File: config.mk
export PLATFORM = sky130hd
export DESIGN_NAME = clock_sync_pin_ctrl
export DESIGN_NICKNAME = d
export VERILOG_FILES = /design/src/rtl/pin_ctrl_pkg.sv /design/src/rtl/pin_sync3.sv /design/src/rtl/clock_sync_pin_ctrl.sv
export SDC_FILE = /design/constraint.sdc
export NUM_CORES = 1
export LEC_CHECK = 0
export BUFFER_PORTS_ARGS = -buffer_cell sky130_fd_sc_hd__buf_4
export CAP_MARGIN = 20
export CORE_ASPECT_RATIO = 0.75
export CORE_MARGIN = 4
export CORE_UTILIZATION = 30
export DETAILED_ROUTE_END_ITERATION = 8
export GPL_TIMING_DRIVEN = 0
export MAX_ROUTING_LAYER = met4
export PLACE_DENSITY_LB_ADDON = 0.1
export SKIP_CTS_REPAIR_TIMING = 1
export SLEW_MARGIN = 10
export SYNTH_ARGS = -nofsm -noshare
export SYNTH_HDL_FRONTEND = slang
export SYNTH_SLANG_ARGS = --single-unit
export TNS_END_PERCENT = 50
File: constraint.sdc
create_clock -name CLK -period 3.7 [get_ports CLK]
set_input_delay 0.74 -clock CLK [delete_from_list [all_inputs] [get_ports CLK]]
set_output_delay 0.74 -clock CLK [all_outputs]
set_load 0.01 [all_outputs]
File: src/rtl/pin_ctrl_pkg.sv
package pin_ctrl_pkg;

    // ****************************************
    // Register offsets (byte addresses).
    // ****************************************
    localparam logic [7:0] OFF_CTRL      = 8'h00;
    localparam logic [7:0] OFF_STEP      = 8'h04;
    localparam logic [7:0] OFF_NUMERATOR = 8'h08;
    localparam logic [7:0] OFF_STATUS    = 8'h0C;

    // ****************************************
    // Control register fields.
    // ****************************************
    localparam int CTRL_DCO_EN    = 0;
    localparam int CTRL_PIN_EN    = 1;
    localparam int CTRL_SYNC_SW   = 2;
    localparam int CTRL_MANUAL    = 3;
    localparam int CTRL_REFPIN_EN = 4;
    localparam int CTRL_WIDTH     = 5;
    localparam logic [CTRL_WIDTH-1:0] CTRL_RESET = 5'h00;

    // ****************************************
    // Widths, addresses and timing.
    // ****************************************
    localparam int          NUM_WIDTH     = 32;
    localparam logic [31:0] STEP_RESET    = 32'h0000_0001;
    localparam logic [31:0] NUM_RESET     = 32'h0000_0000;
    localparam logic [4:0]  ADDR_UPPER    = 5'h19;
    localparam int          POR_TIME_NS   = 1000;
    localparam int          CLK_PERIOD_NS = 50;
    localparam int          POR_CYCLES    = (POR_TIME_NS + CLK_PERIOD_NS - 1) / CLK_PERIOD_NS;

    // ****************************************
    // Reference choices and sequencing phases.
    // ****************************************
    localparam logic [1:0] REF_PRIMARY   = 2'h0;
    localparam logic [1:0] REF_AUTO      = 2'h1;
    localparam logic [1:0] REF_SECONDARY = 2'h2;

    typedef enum logic [2:0] {
        ST_DOWN = 3'h1,
        ST_POR  = 3'h2,
        ST_RUN  = 3'h4
    } phase_t;

endpackage : pin_ctrl_pkg

File: src/rtl/pin_sync3.sv
`timescale 1ns/10ps

// Three-stage synchroniser; a change is accepted once stages two and three agree.
module pin_sync3 #(
    parameter int        WIDTH = 1,
    parameter logic [WIDTH-1:0] INIT = '0
) (
    // Clock and reset.
    input  wire logic             clk,
    input  wire logic             rstn,
    // Data.
    input  wire logic [WIDTH-1:0] async_in,
    output logic      [WIDTH-1:0] sync_out
);

    typedef struct packed {
        logic [WIDTH-1:0] s1;
        logic [WIDTH-1:0] s2;
        logic [WIDTH-1:0] s3;
        logic [WIDTH-1:0] out;
    } sync_state_t;

    sync_state_t state_reg;
    sync_state_t state_next;

    // Shift the stages and update the filtered output bit by bit when stable.
    always_comb begin
        state_next    = state_reg;
        state_next.s1 = async_in;
        state_next.s2 = state_reg.s1;
        state_next.s3 = state_reg.s2;
        for (int i = 0; i < WIDTH; i++) begin
            if (state_reg.s2[i] == state_reg.s3[i]) begin
                state_next.out[i] = state_reg.s3[i];
            end
        end
    end

    // Register all stages.
    always_ff @(posedge clk) begin
        if (!rstn) begin
            state_reg <= {INIT, INIT, INIT, INIT};
        end else begin
            state_reg <= state_next;
        end
    end

    assign sync_out = state_reg.out;

endmodule : pin_sync3

File: src/rtl/clock_sync_pin_ctrl.sv
// The register offsets and the APB interface to the registers were left to the implementer.
`timescale 1ns/10ps

module clock_sync_pin_ctrl
    import pin_ctrl_pkg::*;
#(
    parameter int POR_LEN = POR_CYCLES
) (
    // Clock and reset.
    input  wire logic        CLK,
    input  wire logic        RSTN,
    // APB slave.
    input  wire logic        PSEL,
    input  wire logic        PENABLE,
    input  wire logic        PWRITE,
    input  wire logic [7:0]  PADDR,
    input  wire logic [31:0] PWDATA,
    output logic      [31:0] PRDATA,
    output logic             PREADY,
    output logic             PSLVERR,
    // Device pins.
    input  wire logic        CHIP_POWERDOWN_INPUT_N,
    input  wire logic        STARTUP_MODE_SELECT,
    input  wire logic        OUTPUT_SYNC_INPUT_N,
    input  wire logic [1:0]  ADDRESS_LSB_SELECT,
    input  wire logic        DCO_STEP_UP_INPUT,
    input  wire logic        DCO_STEP_DOWN_INPUT,
    input  wire logic [1:0]  REFERENCE_SELECT,
    // Results.
    output logic             SERIAL_ENABLE,
    output logic [6:0]       TARGET_ADDRESS,
    output logic             STARTUP_MODE,
    output logic             OUTPUTS_MUTED,
    output logic             DIVIDER_RESET,
    output logic [1:0]       ACTIVE_REFERENCE,
    output logic [31:0]      DCO_NUMERATOR
);

    // ****************************************
    // Pin synchronisers.
    // ****************************************
    logic [8:0] pins_sync;

    // The mode strap is a pin too, so it passes the same filter as the others.
    pin_sync3 #(
        .WIDTH (9),
        .INIT  (9'h002)
    ) u_sync (
        .clk      (CLK),
        .rstn     (RSTN),
        .async_in ({STARTUP_MODE_SELECT, REFERENCE_SELECT, DCO_STEP_DOWN_INPUT,
                    DCO_STEP_UP_INPUT, ADDRESS_LSB_SELECT, OUTPUT_SYNC_INPUT_N,
                    CHIP_POWERDOWN_INPUT_N}),
        .sync_out (pins_sync)
    );

    logic       pdn_s;
    logic       sync_n_s;
    logic [1:0] addr_s;
    logic       up_s;
    logic       down_s;
    logic [1:0] ref_s;
    logic       mode_s;

    assign pdn_s    = pins_sync[0];
    assign sync_n_s = pins_sync[1];
    assign addr_s   = pins_sync[3:2];
    assign up_s     = pins_sync[4];
    assign down_s   = pins_sync[5];
    assign ref_s    = pins_sync[7:6];
    assign mode_s   = pins_sync[8];

    // ****************************************
    // State.
    // ****************************************
    typedef struct packed {
        phase_t                phase;
        logic [15:0]           por_cnt;
        logic                  mode;
        logic [1:0]            addr_lsb;
        logic [CTRL_WIDTH-1:0] ctrl;
        logic [31:0]           step;
        logic [31:0]           num;
        logic                  up_prev;
        logic                  down_prev;
        logic [31:0]           rdata;
    } top_state_t;

    top_state_t state_reg;
    top_state_t state_next;

    function automatic logic [31:0] read_mux(input top_state_t s, input logic [7:0] a);
        case (a)
            OFF_CTRL:      read_mux = {27'h0, s.ctrl};
            OFF_STEP:      read_mux = s.step;
            OFF_NUMERATOR: read_mux = s.num;
            OFF_STATUS:    read_mux = {24'h0, s.addr_lsb, s.mode, 2'h0, s.phase};
            default:       read_mux = 32'h0000_0000;
        endcase
    endfunction : read_mux

    function automatic logic known_addr(input logic [7:0] a);
        known_addr = (a == OFF_CTRL) || (a == OFF_STEP) || (a == OFF_NUMERATOR) ||
                     (a == OFF_STATUS);
    endfunction : known_addr

    logic access;
    logic up_edge;
    logic down_edge;
    logic pins_on;

    assign access    = PSEL && PENABLE;
    assign up_edge   = up_s && !state_reg.up_prev;
    assign down_edge = down_s && !state_reg.down_prev;
    assign pins_on   = state_reg.ctrl[CTRL_DCO_EN] && state_reg.ctrl[CTRL_PIN_EN];

    // Sequencing, register access and numerator stepping.
    always_comb begin
        state_next           = state_reg;
        state_next.up_prev   = up_s;
        state_next.down_prev = down_s;
        case (state_reg.phase)
            ST_DOWN: begin
                if (pdn_s) begin
                    state_next.phase   = ST_POR;
                    state_next.por_cnt = 16'h0000;
                end
            end
            ST_POR: begin
                // Straps are caught here only; later pin changes are ignored.
                state_next.mode     = mode_s;
                state_next.addr_lsb = addr_s;
                state_next.ctrl     = CTRL_RESET;
                state_next.step     = STEP_RESET;
                state_next.num      = NUM_RESET;
                state_next.por_cnt  = state_reg.por_cnt + 16'h0001;
                if (state_reg.por_cnt >= 16'(POR_LEN - 1)) begin
                    state_next.phase = ST_RUN;
                end
            end
            ST_RUN: begin
                if (access && PWRITE) begin
                    case (PADDR)
                        OFF_CTRL:      state_next.ctrl = PWDATA[CTRL_WIDTH-1:0];
                        OFF_STEP:      state_next.step = PWDATA;
                        OFF_NUMERATOR: state_next.num  = PWDATA;
                        default:       state_next.ctrl = state_reg.ctrl;
                    endcase
                end
                // Pulses win over a simultaneous numerator write.
                if (pins_on && up_edge && !down_edge) begin
                    state_next.num = state_reg.num + state_reg.step;
                end else if (pins_on && down_edge && !up_edge) begin
                    state_next.num = state_reg.num - state_reg.step;
                end
            end
            default: state_next.phase = ST_DOWN;
        endcase
        state_next.rdata = read_mux(state_reg, PADDR);
        // Power-down low dominates every phase.
        if (!pdn_s) begin
            state_next.phase = ST_DOWN;
        end
    end

    // Register the whole state.
    always_ff @(posedge CLK) begin
        if (!RSTN) begin
            state_reg <= '{phase: ST_DOWN, por_cnt: 16'h0000, mode: 1'b0, addr_lsb: 2'h0,
                           ctrl: CTRL_RESET, step: STEP_RESET, num: NUM_RESET,
                           up_prev: 1'b0, down_prev: 1'b0, rdata: 32'h0000_0000};
        end else begin
            state_reg <= state_next;
        end
    end

    // ****************************************
    // Bus answers: one-cycle access, zero wait states.
    // ****************************************
    assign PREADY  = 1'b1;
    assign PSLVERR = access && (!known_addr(PADDR) || state_reg.phase != ST_RUN);
    // Read data is caught in the setup cycle, so the bus sees a flip-flop output.
    assign PRDATA  = state_reg.rdata;

    // ****************************************
    // Outputs.
    // ****************************************
    logic running;
    logic sync_on;
    assign running = state_reg.phase == ST_RUN;
    // Sync pin is active low; the register bit is an alternative trigger.
    assign sync_on = !sync_n_s || state_reg.ctrl[CTRL_SYNC_SW];

    assign SERIAL_ENABLE    = running;
    assign TARGET_ADDRESS   = {ADDR_UPPER, state_reg.addr_lsb};
    assign STARTUP_MODE     = state_reg.mode;
    assign OUTPUTS_MUTED    = !running || sync_on;
    assign DIVIDER_RESET    = !running || sync_on;
    assign ACTIVE_REFERENCE = (state_reg.ctrl[CTRL_MANUAL] && state_reg.ctrl[CTRL_REFPIN_EN])
                              ? ref_s : REF_AUTO;
    assign DCO_NUMERATOR    = state_reg.num;

endmodule : clock_sync_pin_ctrl

# [Yosys cells after proc, flatten, opt, wreduce, memory -nomap -nowiden]
# Index checks and enable logic that the tools add are counted.
[totals] ff_bits=161 inputBits=54 out_inout_bits=79 word_cells=96
[op_classes] add_sub_neg=3 n_lt_le_gt_ge=1 eq_ne=23 mux=13 n_bitwise=1 n_reduce_logical=33
[ops] cell="one-hot mux 69 bit (2 select lines)" count=1
[ops] cell="2-to-1 mux 32 bit" count=4
[ops] cell="one-hot mux 32 bit (4 select lines)" count=1
[ops] cell="2-to-1 mux 69 bit" count=1
[ops] cell="adder 32 bit" count=1
[ops] cell="one-hot mux 16 bit (2 select lines)" count=1
[ops] cell="subtractor 32 bit" count=1
[ops] cell="2-to-1 mux 19 bit" count=1
[ops] cell="adder 16 x 1 -> 16 bit, second input constant" count=1
[ops] cell="equality test 8 x 4 -> 1 bit, second input constant" count=2
[ops] cell=">= comparator 16 x 5 -> 1 bit, second input constant" count=1
[ops] cell="AND reduction 3 bit" count=4
[ops] cell="logical AND 1 bit" count=11
[ops] cell="equality test 1 bit" count=9
[ops] cell="one-hot mux 3 bit (3 select lines)" count=1
[ops] cell="equality test 8 x 3 -> 1 bit, second input constant" count=1
[ops] cell="zero test 8 bit" count=1
[ops] cell="!= test 2 x 1 -> 1 bit, second input constant" count=4
[ops] cell="!= test 4 x 1 -> 1 bit, second input constant" count=2
[ops] cell="zero test 1 bit" count=7
[ops] cell="logical OR 1 bit" count=6
[ops] cell="2-to-1 mux 5 bit" count=1
[ops] cell="AND reduction 2 bit" count=2
[ops] cell="nonzero test 2 bit" count=2
[ops] cell="other kinds (8)" count=8

# [Logic depth before layout (Yosys ltp)]
# Gate-level depths: netlist (run 1).
[logic_depth] ltp_word=7 depth_mapped=12

# [Modules after synthesis]
# Synthesis (run 1) repeated with hierarchy kept, for this count alone.
[hier_totals] hier_cells=1340 hier_area_um2=10493.8
[modules_own_cells] module="clock_sync_pin_ctrl" instances=1 cells_each=1238 area_each_um2=9355.2
[modules_own_cells] module="pin_sync3" instances=1 cells_each=102 area_each_um2=1138.6

# [Least setup slack after synthesis (run 1)]
# No wires, ideal clock.
[synth_timing] kind="reg-to-reg" startpoint="register state_reg[75] in the netlist's numbering" endpoint="register state_reg (netlist bit DCO_NUMERATOR[28])" t_arrival_ps=2468 setup_slack_ps=1115 stages_incl_launch_ff=13 n_path_buf=1 synth_period_minus_slack_ps=2585 cell_sequence="dfxtp_1 inv_1 ha_1 buf_6 a21o_1 a221o_1 a21oi_2 o211a_1 nor2_2 a211o_1 a31oi_1 mux2i_1 a32o_1"
[synth_between] elab_chain_len=4 word_cells_on_any_way=5 classes_between="2 x add/sub; 3 x mux"
[synth_lines] element="start: declaration" line_no="clock_sync_pin_ctrl.sv:89" text="top_state_t state_reg;"
[synth_lines] element="start signal: assignment" line_no="clock_sync_pin_ctrl.sv:169" text="state_reg <= '{phase: ST_DOWN, por_cnt: 16'h0000, mode: 1'b0, addr_lsb: 2'h0,"
[synth_lines] element="start signal: assignment" line_no="clock_sync_pin_ctrl.sv:173" text="state_reg <= state_next;"
[synth_lines] element="subtractor 32 bit" line_no="clock_sync_pin_ctrl.sv:154" text="state_next.num = state_reg.num - state_reg.step;"
[synth_lines] element="2-to-1 mux 32 bit" line_no="clock_sync_pin_ctrl.sv:153" text="end else if (pins_on && down_edge && !up_edge) begin"
[synth_lines] element="2-to-1 mux 32 bit (*)" line_no="clock_sync_pin_ctrl.sv:151" text="if (pins_on && up_edge && !down_edge) begin"
[synth_lines] element="one-hot mux 69 bit (2 select lines) (*)" line_no="clock_sync_pin_ctrl.sv:122" text="case (state_reg.phase)"
# Every way passes the cells marked *; elsewhere a longest branch is shown, timed or not.
# A chain may end at the register's enable or synchronous reset.

# [Final worst setup path (run 1)]
[layout_timing] startpoint="register state_reg[124] in the netlist's numbering" endpoint="register state_reg (netlist bit DCO_NUMERATOR[23])"
[layout_between] elab_chain_len=3 word_cells_on_any_way=7 classes_between="4 x eq/ne; 1 x mux; 2 x reduce/logical"
[layout_lines] element="equality test 3 bit or equality test 3 x 2 -> 1 bit (tied branches)" line_no="clock_sync_pin_ctrl.sv:122"
[layout_lines] element="!= test 4 x 1 -> 1 bit (no source line) or nonzero test 2 bit (tied branches)"
[layout_lines] element="AND reduction 3 bit (no source line)"
# Several ways; a longest one is shown, not always the timed one.

==> results.sh, run 1 <==
export IMPL_drc=0
export IMPL_async_flop_share=0
export IMPL_area_delta_synth_final_pct=20.5
export IMPL_pin_count=133
export IMPL_antenna_found_initial=0
export IMPL_fp_dieW_microns=223
export IMPL_clockBufferDepth=2
export IMPL_post_route_min_period_ps=3330
export IMPL_leakage_uw=0.00507
export IMPL_grt_max_degree=17
export IMPL_wire_per_inst_microns=20.0
export IMPL_ys_seq_area_frac=0.309
export IMPL_dp_slack_ps=-208
export IMPL_slew_violations=0
export IMPL_cp_arrival_ps=3700
export IMPL_worst_setup_path_type="flop to flop"
export IMPL_yosysWarnings=0
export IMPL_htree_levels=4
export IMPL_synth_top_area_cell="dfxtp_1"
export IMPL_clock_fmax_mhz=301
export IMPL_layout_commonest_cell="buf_4"
export IMPL_insertion_delay_ps=460
export IMPL_die_y_microns=170
export IMPL_end_kind="flop"
export IMPL_grt_usage=0.213
export IMPL_synth_edf_count=0
export IMPL_setup_viol=0
export IMPL_setup_ws_ps=373
export IMPL_num_rows=58
export IMPL_worst_pin_slew_ps=1240
export IMPL_grt_pass1_vias=9880
export IMPL_powerDensity_nw_per_um2=304
export IMPL_power_total_uw=3820
export IMPL_grt_overflow_total=0
export IMPL_clk_pin_slew_ps=70
export IMPL_synth_seq_cells=161
export IMPL_finalHoldViolations=0
export IMPL_vias=10400
export IMPL_status="complete, no violations"
export IMPL_yosysUniqueCellTypes=76
export IMPL_grt_pass1_wl_mm=60.3
export IMPL_cts_tree="done"
export IMPL_syn_avg_cell_area_sq_um=7.62
export IMPL_drt_pass1_iterations=6
export IMPL_tns_ps=0
export IMPL_gp_congestion=0.898
export IMPL_synth_area_sq_um=10400
export IMPL_drt_vias_per_instance=5.23
export IMPL_root_buffer="clkbuf_16"
export IMPL_core_area_sq_um=33900
export IMPL_antennaDiodeCount=0
export IMPL_layout_common_cells="198 x buf_4, 161 x dfxtp_1, 138 x a21oi_1"
export IMPL_hold_class="flop to flop"
export IMPL_hpwl_mm=30.0
export IMPL_syn_inst=1370
export IMPL_startpoint_type="flop"
export IMPL_grt_setup_unrepaired="no"
export IMPL_worst_clock_skew_ps=18.1
export IMPL_drtIter0Drc=841
export IMPL_required_ps=4070
export IMPL_maxCapViolCount=0
export IMPL_synth_top_area_share=0.309
export IMPL_cp_max_fo=10
export IMPL_dieArea_sq_um=37900
export IMPL_synthFlopType="dfxtp_1"
export IMPL_finalCritPeriodShare=0.899
export IMPL_cts_sinks=161
export IMPL_drive_gt1_frac=0.170
export IMPL_ir_drop_uv=229
export IMPL_nNetsFinal=1638
export IMPL_largest_register_ffs=58
export IMPL_io_buffers=125
export IMPL_detail_route_antenna_nets=0
export IMPL_cts_made_buffers=17
export IMPL_totalWireLength_mm=39.5
export IMPL_start_util=0.308
export IMPL_max_slew_margin_rel=0.176
export IMPL_synth_area_leaders="dfxtp_1 31%, ha_1 7.7%, a21oi_1 6.6%"
## cell usage after synthesis (all sizes together) (5+ instances only)
cell,number
a21oi,139
a21boi,5
inv,64
ha,64
nor3,25
or3,5
o221ai,15
and2,30
clkbuf,69
nand2,125
mux2i,7
and4,5
nand2b,15
a22oi,31
dfxtp,161
o211ai,17
and3,16
o21a,9
nor2,134
xnor2,26
nand4,9
o21ai,75
or2,8
a211oi,11
o21bai,9
o22ai,8
buf,87
nor2b,17
nand3,71
o31ai,10
nor4,13
a21o,14
a311oi,6
a31oi,9
a221oi,6
## per-layer routing
metal  global-route usage  routed length, microns
met5                    -                       0
met4               0.0506                     656
met3               0.0425                    2490
met2                0.300                   16200
met1                0.311                   20200
## area by class of cell
cell class | instances | area, sq um
fill | 3613 | 21300
multi-input combinational | 993 | 6100
sequential | 161 | 3220
timing repair buffer | 125 | 938
buffer | 156 | 887
tap | 450 | 563
clock buffer | 17 | 425
inverter | 64 | 240
clock inverter | 15 | 194
## per-stage QoR
step / std cells / util / hold slack, ps / cell area, sq um
after floorplan: 1374 / - / 386 / 10500
after global placement: 1949 / 0.353 / 399 / 12000
after detailed placement: 1949 / 0.353 / 406 / 12000
after CTS: 1981 / 0.371 / 424 / 12600
after global routing: 1981 / 0.371 / 438 / 12600
final: 1981 / 0.371 / 413 / 12600
## power by group
| group | total, uW | switching [uW] | internal (uW) |
|---|---|---|---|
| logic | 133 | 76.5 | 56.3 |
| registers | 1750 | 4.06 | 1740 |
| clock network | 1940 | 859 | 1080 |
| total | 3820 | 939 | 2880 |
## worst max-delay path: stages, from the launching register on
cell and delay [ps]:
dfxtp_1 460, nor3b_1 310, clkbuf_1 560, a22oi_1 530, nor2_2 580, buf_2 420
o221ai_1 180, o21ai_0 200
## path summary, 6_finish.rpt
kind                               from                     to  slack (ps)  cells after the start
setup / recovery         state_reg[124]      DCO_NUMERATOR[23]         370                      7
hold / removal    u_sync.state_next[19]  u_sync.state_next[10]         410                      1
setup reg to reg         state_reg[124]      DCO_NUMERATOR[23]         370                      7
hold reg to reg   u_sync.state_next[19]  u_sync.state_next[10]         410                      1
## cell families after synthesis
group	after synthesis	synth area share
flops	161	0.309
xor+xnor	28	0.0235
compound gates	401	0.248
buf+inv	220	0.108
other cells	2	0.000720
fa+ha+maj	66	0.0806
simple gates	483	0.219
mux	9	0.0110
No activity file was read; power rests on OpenSTA's default activity.
==> inputs of run 2 (changes only) <==
- CORE_UTILIZATION: 30 -> 48
==> run 2 against run 1 <==
Flip-flop and latch count did not move; clock power is 9% lower; routed wire length fell by 10%; largest power group unchanged.
==> results.sh, run 2 (same netlist as run 1, synthesis figures left out) <==
export IMPL_cts_made_buffers=17
export IMPL_maxCapViolCount=0
export IMPL_cts_tree="done"
export IMPL_finalCritPeriodShare=0.932
export IMPL_hpwl_mm=26.4
export IMPL_drive_gt1_frac=0.169
export IMPL_core_area_sq_um=21200
export IMPL_insertion_delay_ps=440
export IMPL_worstHoldPathCells=1
export IMPL_area_sequential_sq_um=3220
export IMPL_ir_drop_uv=242
export IMPL_end_kind="flop"
export IMPL_critPathTopFamily="simple AND/OR/NAND/NOR gates"
export IMPL_root_buffer="clkbuf_16"
export IMPL_gp_congestion=0.985
export IMPL_startpoint_type="flop"
export IMPL_grt_overflow_total=0
export IMPL_hold_path_endpoint="u_sync.state_next[10]"
export IMPL_drt_pass1_iterations=5
export IMPL_dieArea_sq_um=24200
export IMPL_start_util=0.491
export IMPL_nNetsFinal=1638
export IMPL_leakage_uw=0.00504
export IMPL_antennaDiodeCount=0
export IMPL_worst_clock_skew_ps=16.9
export IMPL_wire_per_inst_microns=19.5
export IMPL_post_route_min_period_ps=3450
export IMPL_vias=10500
export IMPL_grt_usage=0.296
export IMPL_setup_viol=0
export IMPL_status="complete, no violations"
export IMPL_path_buf_inv=2
export IMPL_layout_commonest_cell="buf_4"
export IMPL_totalWireLength_mm=35.5
export IMPL_r2r_start="state_reg[124]"
export IMPL_drtIter0Drc=1068
export IMPL_fillCellCount=2017
export IMPL_area_delta_synth_final_pct=18.1
export IMPL_worst_setup_path_type="flop to flop"
export IMPL_p_int_uw=2700
export IMPL_stdcell_count=1819
export IMPL_worstPathCellList="nor3b_1 -> clkbuf_1 -> a22oi_1 -> nor2_1 -> buf_2 -> o221ai_1 -> o21ai_0"
export IMPL_max_slew_margin_rel=0.197
export IMPL_powerDensity_nw_per_um2=296
export IMPL_cp_slowest_cell="nor2_1"
export IMPL_cts_sinks=161
export IMPL_clock_fmax_mhz=290
export IMPL_fin_util=0.580
export IMPL_layout_common_cells="198 x buf_4, 161 x dfxtp_1, 138 x a21oi_1"
export IMPL_grt_pass1_vias=9579
export IMPL_reg2reg_slack_ps=250
export IMPL_min_from="u_sync.state_next[19]"
export IMPL_hold_class="flop to flop"
export IMPL_swShare=0.261
export IMPL_slew_violations=0
export IMPL_grt_setup_unrepaired="no"
export IMPL_cp_arrival_ps=3810
export IMPL_power_total_uw=3650
export IMPL_drt_vias_per_instance=5.76
export IMPL_clockBufferDepth=2
export IMPL_finalHoldViolations=0
export IMPL_io_buffers=125
export IMPL_required_ps=4060
export IMPL_p_comb_frac=0.035
export IMPL_seq_power_share=0.479
export IMPL_r2r_cells=7
export IMPL_r2r_end="DCO_NUMERATOR[23]"
export IMPL_pwr_share_clk=0.486
export IMPL_die_y_microns=136
export IMPL_fp_dieW_microns=178
export IMPL_largest_register_ffs=58
export IMPL_num_rows=46
export IMPL_antenna_found_initial=0
export IMPL_cp_max_fo=10
export IMPL_worst_pin_slew_ps=1210
export IMPL_grt_pass1_wl_mm=54.2
export IMPL_clk_pin_slew_ps=70
export IMPL_dp_cells=1787
export IMPL_pin_count=133
export IMPL_drc=0
export IMPL_detail_route_antenna_nets=0
export IMPL_p_sw_uw=952
export IMPL_slowest_delay_ps=720
export IMPL_multi_input_area_sq_um=6100
export IMPL_grt_max_degree=18
export IMPL_htree_levels=4
==> run 2: stage by stage <==
step / setup TNS (ps) / setup WS (ps) / hold slack (ps) / cell area [sq um]
final: 0 / 250 / 409 / 12300
after global routing: 0 / 77.9 / 436 / 12300
after CTS: 0 / 357 / 411 / 12300
after global placement: 0 / 43.8 / 391 / 11800
after detailed placement: -8.34 / -8.34 / 394 / 11800
after floorplan: 0 / 1110 / 386 / 10500
==> run 2: layout make-up <==
class                      count  share of cell area
clock inverter                14              0.0116
clock buffer                  18              0.0348
tap                          288              0.0292
sequential                   161               0.262
multi-input combinational    993               0.495
inverter                      64              0.0195
buffer                       156              0.0720
timing repair buffer         125              0.0761
==> run 2: metal layers <==
| metal | routed length (microns) | up-vias | GRT usage | part of all wire |
|---|---|---|---|---|
| met5 | 0 | - | - | 0 |
| met4 | 578 | 0 | 0.0699 | 0.016 |
| met3 | 3310 | 36 | 0.0628 | 0.093 |
| met2 | 14500 | 446 | 0.414 | 0.41 |
| met1 | 17200 | 4935 | 0.435 | 0.48 |
| li1 | - | 5063 | - | - |
==> run 2: worst max-delay path by stage <==
stage	from	to	slack [ps]	cells after the start
2_1_floorplan	state_reg[75]	DCO_NUMERATOR[28]	1110	12
3_3_place_gp	PADDR[3]	DCO_NUMERATOR[22]	40	7
3_5_place_dp	PADDR[3]	DCO_NUMERATOR[23]	-8	7
4_1_cts	state_reg[124]	DCO_NUMERATOR[23]	360	7
5_1_grt	state_reg[124]	DCO_NUMERATOR[22]	80	7
6_report	state_reg[124]	DCO_NUMERATOR[23]	250	7
==> run 2: power by group through the flow <==
stage | Sequential, uW | Clock (uW) | Combinational [uW]
final | 1750 | 1770 | 129
after global placement | 1790 | 0 | 126
after global routing | 1750 | 1870 | 139
after detailed placement | 1790 | 0 | 127
after floorplan | 1790 | 0 | 47.6
after CTS | 1750 | 1800 | 128
